--- src/lpcc_pkg.sv ---
// Function
// - supply below lockout threshold forces every sink off regardless of on/off bits.
// - first enable rise makes device active with all sink currents at zero.
// - in shutdown all six sinks are high impedance drawing no current.
// - after power-up pump starts in 1x and stays while channels regulate.
// - enabled channel out of regulation in 1x moves pump to 1.5x after 400 us.
// - mode selection restarts from 1x on power-up, shutdown exit, on/off write.
// - four 8-bit registers at addresses 0, 1, 2 and 3.
// - current registers ignore bits 7 and 6, bits 5..0 hold the code.
// - on/off bits 0..5 switch channels A1..C2, 1 on, bits 7..6 ignored.
// - both channels of a pair share that pair's current code.
// - master can write and read back all four registers over the data line.
// - code N selects (N+1) half-milliampere steps, 0 minimum, 63 maximum.
// - device answers only to 7-bit bus address 1100110.
// - read is address write, repeated start with read bit, one unacknowledged byte.
// - serial interface works at bit rates up to 400 kbit/s.
package lpcc_pkg;

  localparam logic [6:0] DEV_ADDR       = 7'h66;
  localparam logic [7:0] REG_ADDR_MAX   = 8'h03;
  localparam logic [1:0] REG_PAIR_A     = 2'h0;
  localparam logic [1:0] REG_PAIR_B     = 2'h1;
  localparam logic [1:0] REG_PAIR_C     = 2'h2;
  localparam logic [1:0] REG_ON_OFF     = 2'h3;
  localparam int         NUM_REGS       = 4;
  localparam int         CODE_W         = 6;
  localparam int         CH_NUM         = 6;
  localparam logic [5:0] REG_RESET      = 6'h00;
  localparam logic [3:0] BITS_PER_BYTE  = 4'h8;

  // on/off bit positions
  localparam int ON_A1 = 0;
  localparam int ON_A2 = 1;
  localparam int ON_B1 = 2;
  localparam int ON_B2 = 3;
  localparam int ON_C1 = 4;
  localparam int ON_C2 = 5;

  localparam int BUS_RATE_KBPS   = 400;
  localparam int CLK_FREQ_MHZ    = 250;
  localparam int BOOST_DELAY_US  = 400;
  localparam int BOOST_DELAY_CYC = BOOST_DELAY_US * CLK_FREQ_MHZ;

  typedef enum logic [6:0] {
    BUS_IDLE = 7'b0000001,
    BUS_ADDR = 7'b0000010,
    BUS_REG  = 7'b0000100,
    BUS_WR   = 7'b0001000,
    BUS_ACK  = 7'b0010000,
    BUS_RD   = 7'b0100000,
    BUS_MACK = 7'b1000000
  } lpcc_bus_state_e;

  typedef enum logic [2:0] {
    PUMP_1X   = 3'b001,
    PUMP_WAIT = 3'b010,
    PUMP_1P5X = 3'b100
  } lpcc_pump_state_e;

endpackage

--- src/lpcc_sync.sv ---
module lpcc_sync #(
  parameter int W = 1
) (
  input  wire logic         i_sys_clk,
  input  wire logic         i_rst_n,
  input  wire logic [W-1:0] i_d,
  output logic      [W-1:0] o_q
);

  logic [W-1:0] meta_q;
  logic [W-1:0] sync_q;

  always_ff @(posedge i_sys_clk or negedge i_rst_n) begin
    if (!i_rst_n) begin
      meta_q <= '0;
      sync_q <= '0;
    end else begin
      meta_q <= i_d;
      sync_q <= meta_q;
    end
  end

  assign o_q = sync_q;

endmodule

--- src/lpcc_top.sv ---
module lpcc_top #(
  parameter int P_BOOST_DELAY_CYC = lpcc_pkg::BOOST_DELAY_CYC
) (
  input  wire logic       i_sys_clk,
  input  wire logic       i_rst_n,
  input  wire logic       i_en,
  input  wire logic       i_supply_low,
  input  wire logic [5:0] i_reg_fail,
  input  wire logic       i_scl,
  input  wire logic       i_sda,
  output logic            o_sda_out,
  output logic            o_sda_oe_n,
  output logic            o_sink_first_pair_ch1_on,
  output logic            o_sink_first_pair_ch2_on,
  output logic            o_sink_second_pair_ch1_on,
  output logic            o_sink_second_pair_ch2_on,
  output logic            o_sink_third_pair_ch1_on,
  output logic            o_sink_third_pair_ch2_on,
  output logic [6:0]      o_pair_a_steps,
  output logic [6:0]      o_pair_b_steps,
  output logic [6:0]      o_pair_c_steps,
  output logic            o_sink_hiz,
  output logic            o_pump_1p5x,
  output logic            o_supply_low_lockout
);

  localparam int CNT_W = $clog2(P_BOOST_DELAY_CYC + 1);
  localparam logic [CNT_W-1:0] CNT_LAST = CNT_W'(P_BOOST_DELAY_CYC - 1);

  // ----------------------------------------------------------------
  // input synchronisers
  // ----------------------------------------------------------------
  logic [9:0] sync_out;
  logic       scl_n_s;
  logic       sda_n_s;
  logic       scl_s;
  logic       sda_s;
  logic       en_s;
  logic       low_s;
  logic [5:0] fail_s;

  // sampling at the system rate leaves wide margin at 400 kbit/s
  // bus pins pass inverted so reset leaves them at idle high, no false edge
  lpcc_sync #(.W(10)) u_sync (
    .i_sys_clk (i_sys_clk),
    .i_rst_n   (i_rst_n),
    .i_d       ({~i_scl, ~i_sda, i_en, i_supply_low, i_reg_fail}),
    .o_q       (sync_out)
  );

  assign {scl_n_s, sda_n_s, en_s, low_s, fail_s} = sync_out;
  assign scl_s = ~scl_n_s;
  assign sda_s = ~sda_n_s;

  // ----------------------------------------------------------------
  // edge detection
  // ----------------------------------------------------------------
  logic scl_prev_q;
  logic sda_prev_q;
  logic en_prev_q;
  logic scl_rise;
  logic scl_fall;
  logic bus_start;
  logic bus_stop;
  logic en_rise;

  always_ff @(posedge i_sys_clk or negedge i_rst_n) begin
    if (!i_rst_n) begin
      scl_prev_q <= 1'b1;
      sda_prev_q <= 1'b1;
      en_prev_q  <= 1'b0;
    end else begin
      scl_prev_q <= scl_s;
      sda_prev_q <= sda_s;
      en_prev_q  <= en_s;
    end
  end

  assign scl_rise  = scl_s & ~scl_prev_q;
  assign scl_fall  = ~scl_s & scl_prev_q;
  assign bus_start = scl_s & scl_prev_q & ~sda_s & sda_prev_q;
  assign bus_stop  = scl_s & scl_prev_q & sda_s & ~sda_prev_q;
  assign en_rise   = en_s & ~en_prev_q;

  // ----------------------------------------------------------------
  // serial slave
  // ----------------------------------------------------------------
  lpcc_pkg::lpcc_bus_state_e bus_q, bus_d, nxt_q, nxt_d;
  logic [3:0] bcnt_q, bcnt_d;
  logic [7:0] shift_q, shift_d;
  logic [1:0] ptr_q, ptr_d;
  logic       oe_n_q, oe_n_d;
  logic       wr_strobe;
  logic [7:0] rd_byte;
  logic [5:0] regs_q [lpcc_pkg::NUM_REGS];
  logic [5:0] regs_d [lpcc_pkg::NUM_REGS];

  assign rd_byte = {2'b00, regs_q[ptr_q]};

  always_comb begin
    bus_d     = bus_q;
    nxt_d     = nxt_q;
    bcnt_d    = bcnt_q;
    shift_d   = shift_q;
    ptr_d     = ptr_q;
    oe_n_d    = oe_n_q;
    wr_strobe = 1'b0;
    if (!en_s) begin
      bus_d  = lpcc_pkg::BUS_IDLE;
      oe_n_d = 1'b1;
    end else if (bus_start) begin
      bus_d  = lpcc_pkg::BUS_ADDR;
      bcnt_d = 4'h0;
      oe_n_d = 1'b1;
    end else if (bus_stop) begin
      bus_d  = lpcc_pkg::BUS_IDLE;
      oe_n_d = 1'b1;
    end else begin
      case (bus_q)
        lpcc_pkg::BUS_IDLE: begin
          oe_n_d = 1'b1;
        end
        lpcc_pkg::BUS_ADDR, lpcc_pkg::BUS_REG, lpcc_pkg::BUS_WR: begin
          if (scl_rise && bcnt_q != lpcc_pkg::BITS_PER_BYTE) begin
            shift_d = {shift_q[6:0], sda_s};
            bcnt_d  = bcnt_q + 4'h1;
          end else if (scl_fall && bcnt_q == lpcc_pkg::BITS_PER_BYTE) begin
            bcnt_d = 4'h0;
            bus_d  = lpcc_pkg::BUS_ACK;
            oe_n_d = 1'b0;
            nxt_d  = lpcc_pkg::BUS_WR;
            if (bus_q == lpcc_pkg::BUS_ADDR) begin
              if (shift_q[7:1] == lpcc_pkg::DEV_ADDR) begin
                nxt_d = shift_q[0] ? lpcc_pkg::BUS_RD : lpcc_pkg::BUS_REG;
              end else begin
                bus_d  = lpcc_pkg::BUS_IDLE;
                oe_n_d = 1'b1;
              end
            end else if (bus_q == lpcc_pkg::BUS_REG) begin
              if (shift_q <= lpcc_pkg::REG_ADDR_MAX) begin
                ptr_d = shift_q[1:0];
              end else begin
                bus_d  = lpcc_pkg::BUS_IDLE;
                oe_n_d = 1'b1;
              end
            end else begin
              wr_strobe = 1'b1;
            end
          end
        end
        lpcc_pkg::BUS_ACK: begin
          if (scl_fall) begin
            bus_d  = nxt_q;
            oe_n_d = 1'b1;
            if (nxt_q == lpcc_pkg::BUS_RD) begin
              shift_d = rd_byte;
              oe_n_d  = rd_byte[7];
              bcnt_d  = 4'h1;
            end
          end
        end
        lpcc_pkg::BUS_RD: begin
          if (scl_fall) begin
            if (bcnt_q == lpcc_pkg::BITS_PER_BYTE) begin
              bus_d  = lpcc_pkg::BUS_MACK;
              oe_n_d = 1'b1;
              bcnt_d = 4'h0;
            end else begin
              oe_n_d  = shift_q[6];
              shift_d = {shift_q[6:0], 1'b0};
              bcnt_d  = bcnt_q + 4'h1;
            end
          end
        end
        lpcc_pkg::BUS_MACK: begin
          // missing acknowledge ends the read
          if (scl_rise) begin
            bus_d = sda_s ? lpcc_pkg::BUS_IDLE : lpcc_pkg::BUS_ACK;
            nxt_d = lpcc_pkg::BUS_RD;
          end
        end
        default: begin
          bus_d  = lpcc_pkg::BUS_IDLE;
          oe_n_d = 1'b1;
        end
      endcase
    end
  end

  always_ff @(posedge i_sys_clk or negedge i_rst_n) begin
    if (!i_rst_n) begin
      bus_q   <= lpcc_pkg::BUS_IDLE;
      nxt_q   <= lpcc_pkg::BUS_IDLE;
      bcnt_q  <= 4'h0;
      shift_q <= 8'h00;
      ptr_q   <= 2'h0;
      oe_n_q  <= 1'b1;
    end else begin
      bus_q   <= bus_d;
      nxt_q   <= nxt_d;
      bcnt_q  <= bcnt_d;
      shift_q <= shift_d;
      ptr_q   <= ptr_d;
      oe_n_q  <= oe_n_d;
    end
  end

  // ----------------------------------------------------------------
  // register file
  // ----------------------------------------------------------------
  always_comb begin
    regs_d = regs_q;
    if (!en_s) begin
      for (int i = 0; i < lpcc_pkg::NUM_REGS; i++) begin
        regs_d[i] = lpcc_pkg::REG_RESET;
      end
    end else if (wr_strobe) begin
      regs_d[ptr_q] = shift_q[lpcc_pkg::CODE_W-1:0];
    end
  end

  always_ff @(posedge i_sys_clk or negedge i_rst_n) begin
    if (!i_rst_n) begin
      for (int i = 0; i < lpcc_pkg::NUM_REGS; i++) begin
        regs_q[i] <= lpcc_pkg::REG_RESET;
      end
    end else begin
      regs_q <= regs_d;
    end
  end

  // ----------------------------------------------------------------
  // pump mode selection
  // ----------------------------------------------------------------
  lpcc_pkg::lpcc_pump_state_e pump_q, pump_d;
  logic [CNT_W-1:0] dly_q, dly_d;
  logic             fail_any;
  logic             restart;

  assign fail_any = |(regs_q[lpcc_pkg::REG_ON_OFF] & fail_s);
  assign restart  = en_rise | (wr_strobe && ptr_q == lpcc_pkg::REG_ON_OFF);

  always_comb begin
    pump_d = pump_q;
    dly_d  = dly_q;
    if (!en_s || restart) begin
      pump_d = lpcc_pkg::PUMP_1X;
      dly_d  = '0;
    end else begin
      case (pump_q)
        lpcc_pkg::PUMP_1X: begin
          if (fail_any) begin
            pump_d = lpcc_pkg::PUMP_WAIT;
            dly_d  = '0;
          end
        end
        lpcc_pkg::PUMP_WAIT: begin
          if (!fail_any) begin
            pump_d = lpcc_pkg::PUMP_1X;
          end else if (dly_q == CNT_LAST) begin
            pump_d = lpcc_pkg::PUMP_1P5X;
          end else begin
            dly_d = dly_q + 1'b1;
          end
        end
        lpcc_pkg::PUMP_1P5X: begin
          pump_d = lpcc_pkg::PUMP_1P5X;
        end
        default: begin
          pump_d = lpcc_pkg::PUMP_1X;
        end
      endcase
    end
  end

  always_ff @(posedge i_sys_clk or negedge i_rst_n) begin
    if (!i_rst_n) begin
      pump_q <= lpcc_pkg::PUMP_1X;
      dly_q  <= '0;
    end else begin
      pump_q <= pump_d;
      dly_q  <= dly_d;
    end
  end

  // ----------------------------------------------------------------
  // output stage
  // ----------------------------------------------------------------
  logic [5:0] on_q, on_d;
  logic [6:0] steps_q [3];
  logic [6:0] steps_d [3];
  logic       hiz_q, hiz_d;
  logic       p15_q, p15_d;
  logic       low_q, low_d;

  always_comb begin
    // zero current until on bits are programmed
    on_d  = (en_s && !low_s) ? regs_q[lpcc_pkg::REG_ON_OFF] : 6'h00;
    hiz_d = ~en_s;
    p15_d = (pump_q == lpcc_pkg::PUMP_1P5X);
    low_d = low_s;
    for (int i = 0; i < 3; i++) begin
      steps_d[i] = {1'b0, regs_q[i]} + 7'h01;
    end
  end

  always_ff @(posedge i_sys_clk or negedge i_rst_n) begin
    if (!i_rst_n) begin
      on_q  <= 6'h00;
      hiz_q <= 1'b1;
      p15_q <= 1'b0;
      low_q <= 1'b0;
      for (int i = 0; i < 3; i++) begin
        steps_q[i] <= 7'h01;
      end
    end else begin
      on_q    <= on_d;
      hiz_q   <= hiz_d;
      p15_q   <= p15_d;
      low_q   <= low_d;
      steps_q <= steps_d;
    end
  end

  // open-drain data line only ever pulls low
  logic sda_out_q;

  always_ff @(posedge i_sys_clk or negedge i_rst_n) begin
    if (!i_rst_n) begin
      sda_out_q <= 1'b0;
    end else begin
      sda_out_q <= 1'b0;
    end
  end

  assign o_sda_out                 = sda_out_q;
  assign o_sda_oe_n                = oe_n_q;
  assign o_sink_first_pair_ch1_on  = on_q[lpcc_pkg::ON_A1];
  assign o_sink_first_pair_ch2_on  = on_q[lpcc_pkg::ON_A2];
  assign o_sink_second_pair_ch1_on = on_q[lpcc_pkg::ON_B1];
  assign o_sink_second_pair_ch2_on = on_q[lpcc_pkg::ON_B2];
  assign o_sink_third_pair_ch1_on  = on_q[lpcc_pkg::ON_C1];
  assign o_sink_third_pair_ch2_on  = on_q[lpcc_pkg::ON_C2];
  assign o_pair_a_steps            = steps_q[lpcc_pkg::REG_PAIR_A];
  assign o_pair_b_steps            = steps_q[lpcc_pkg::REG_PAIR_B];
  assign o_pair_c_steps            = steps_q[lpcc_pkg::REG_PAIR_C];
  assign o_sink_hiz                = hiz_q;
  assign o_pump_1p5x               = p15_q;
  assign o_supply_low_lockout      = low_q;

endmodule

--- config.mk ---
export PLATFORM = sky130hd
export DESIGN_NAME = lpcc_top
export DESIGN_NICKNAME = d
export VERILOG_FILES = /design/src/lpcc_pkg.sv /design/src/lpcc_sync.sv /design/src/lpcc_top.sv
export SDC_FILE = /design/constraint.sdc
export NUM_CORES = 1
export LEC_CHECK = 0
export ABC_AREA = 1
export ABC_CLOCK_PERIOD_IN_PS = 5100
export BUFFER_PORTS_ARGS = -buffer_cell sky130_fd_sc_hd__buf_4
export CAP_MARGIN = 0
export CORE_MARGIN = 10
export CORE_UTILIZATION = 47
export CTS_CLUSTER_SIZE = 14
export DETAILED_ROUTE_END_ITERATION = 16
export HOLD_SLACK_MARGIN = 0.1
export PLACE_DENSITY = 0.71
export SYNTH_ARGS = -nofsm -noshare
export SYNTH_HDL_FRONTEND = slang
export SYNTH_SLANG_ARGS = --single-unit
--- constraint.sdc ---
create_clock -name i_sys_clk -period 5.1 [get_ports i_sys_clk]
set_clock_uncertainty 0.1 [all_clocks]
set_input_delay 0.255 -clock i_sys_clk [delete_from_list [all_inputs] [get_ports i_sys_clk]]
set_output_delay 0.255 -clock i_sys_clk [all_outputs]
set_load 0.01 [all_outputs]
==> flow_summary.ini <==
[setup_path]
max_stage_delay_ps = 710
r2r_slack_ps = 2560
worst-setup-path-type = flop to flop
cp.required_ps = 5310
crit_slowest_cell = dfrtp_1
crit_chain = inv_2 -> nor2_1 -> nand2_2 -> a21oi_1 -> o21ai_1 -> nor2_4 -> inv_1 -> nand2_1 -> nand2_1
arrival_ps = 2750
end_kind = flop
start_kind = flop
worstPathMaxFanout = 14
crit_path_frequent_cell = nand2_1

[floorplanning]
dieArea_sq_um = 17400
row_count = 40
fp.dieH_microns = 132
initial_core_util_pct = 48.4
ioPinCount = 44
die_w_microns = 132
core_region_area_sq_um = 12200

[layout]
nNetsFinal = 782
drive_gt1_share_pct = 14.7
layout.cells.most_common_list = 182 x nand2_1, 113 x dfrtp_1, 83 x inv_1
instances_no_fill = 945
area_growth_pct = 20.2
final_common_cell = nand2_1
stdcell_area_sq_um = 7080
antenna_cells = 0

[detailed_routing]
first_iter_violations = 398
drtPass1Iterations = 5
drc_errors = 0
top_layer_used = met4
met1Wirelength_microns = 6300
routed-wl-met3_microns = 751
vias_per_cell = 5.23
via_count = 4938
wl_met2_microns = 6700
wire_per_inst_microns = 14.8
antenna_left = 0
wirelength_microns = 14000

[clock_network]
clk_pin_slew_ps = 60
cts.sinks = 123
worstSkewPairLatency_ps = 430
cts_tree = built
cts-buffers-inserted = 17
holdBufCountCts = 11
cts_max_path_buffers = 2
cts_resized = 0
htree_levels = 4
post_cts_buffers = 0
cts-root-buf = clkbuf_16

[sta]
max_freq_ghz = 0.393
hold_viol = 0
setup_violations = 0
period_share_pct = 49.9
layout_setup_ws_ps = 2560
tightest_slew_ps = 968
maxSlewHeadroom_pct = 35.5
period_needed_ps = 2540
setup_tns_ps = 0
rsz0062_at_grt = no
slew_violations = 0

[placed_design]
dp_cells = 902
numPortBuffers = 42
place_ws_ps = 2600
hpwl_microns = 10200
place_congestion = 0.890
placed_area_sq_um = 6360

[global_route]
grt_pass1_wl_microns = 23600
antenna_found_initial = 0
track_usage_pct = 16.6
grt-ovfl-total = 0
grt_pass1_vias = 4794
grt_max_degree = 82

[job]
drv_cap = 0

[status]
status = completed

[synth]
syn_inst = 701
synthFlopType = dfrtp_1
ys_types = 43
synth_warnings = 0
async_flop_share_pct = 100
synth-edff-count = 0
avgSynthCellArea_sq_um = 8.40
synth_area_sq_um = 5890
synth_seq_cells = 123
ys_seq_area_share_pct = 52.5
synth_nets = 719

[power]
power.density_nw_per_um2 = 333
p_total_uw = 2360
p_leak_uw = 0.00342
peakVddDrop_uv = 158

[hold_path]
worstHoldPathType = flop to flop
[where the power goes]
group          total [uW]  switching, uW  internal (uW)
logic                 121           85.4           35.8
registers            1020           16.8            999
clock network        1220            461            757
total                2360            564           1790
[per-stage QoR]
stage	hold WS [ps]	util (%)
6_report	246	58.2
2_1_floorplan	-141	-
5_1_grt	253	58.2
4_1_cts	249	58.2
3_3_place_gp	232	52.3
3_5_place_dp	236	52.3
[synth_stat cells, drive strengths merged (6+ instances only)]
master | number | area, sq um
o21ai | 45 | 225
a21oi | 7 | 35.0
dfrtp | 113 | 2830
o22ai | 14 | 87.6
ha | 6 | 75.1
inv | 86 | 323
xor2 | 12 | 105
nand4 | 12 | 81.3
nand3b | 6 | 57.6
dfstp | 10 | 263
nand3 | 64 | 333
nand2 | 190 | 748
nor2 | 74 | 332
nor3 | 23 | 115
[state kept, by name (all words and copies together), names as in the netlist, 7 cells and up]
signal / cells
bus_q: 7
dly_q: 17
o_pair_a_steps: 7
o_pair_b_steps: 7
o_pair_c_steps: 7
regs_q: 24
shift_q: 8
u_sync.meta_q: 10
u_sync.o_q: 10
[kinds of logic (layout without fill, tap and decap cells)]
family | after synthesis | in the layout | share of synthesized area [%]
and+or+nand+nor | 377 | 377 | 29.2
DFF | 123 | 123 | 52.5
other | 1 | 1 | 0.0637
buffers and inverters | 96 | 172 | 6.52
adders and majority gates | 6 | 6 | 1.27
xor gates and xnor gates | 15 | 15 | 2.23
AOI/OAI and AO/OA | 83 | 83 | 8.24
[area by class of cell]
cell class                 count  area, sq um
tap                          168          210
multi-input combinational    482         2410
inverter                      86          323
sequential                   123         3090
timing repair buffer          54          433
clock buffer                  19          453
clock inverter                13          156
fill                        1063         5080
[final timing paths]
path                                  startpoint                end  cells past startpoint
worst min register to register  u_sync.meta_q[6]      u_sync.o_q[6]                      0
worst min-delay path            u_sync.meta_q[6]      u_sync.o_q[6]                      0
worst max register to register     u_sync.o_q[7]         shift_q[6]                      9
min in group asynchronous                i_rst_n  o_pair_b_steps[1]                      2
max in group asynchronous                i_rst_n         sda_prev_q                      3
worst max-delay path               u_sync.o_q[7]         shift_q[6]                      9
[critical path, delay by kind of cell, from the launching register on]
kind                   cells  cell delay [ps]
and+or+nand+nor            5              870
buffers and inverters      2              370
DFF                        1              710
AOI/OAI and AO/OA          2              370
[layer usage]
layer	global-route usage, %	vias to the layer above
li1	-	2411
met1	20.7	2346
met2	26.3	154
met3	5.11	27
met4	6.30	0
met5	0	-
Power figures use the tool's default switching activity.
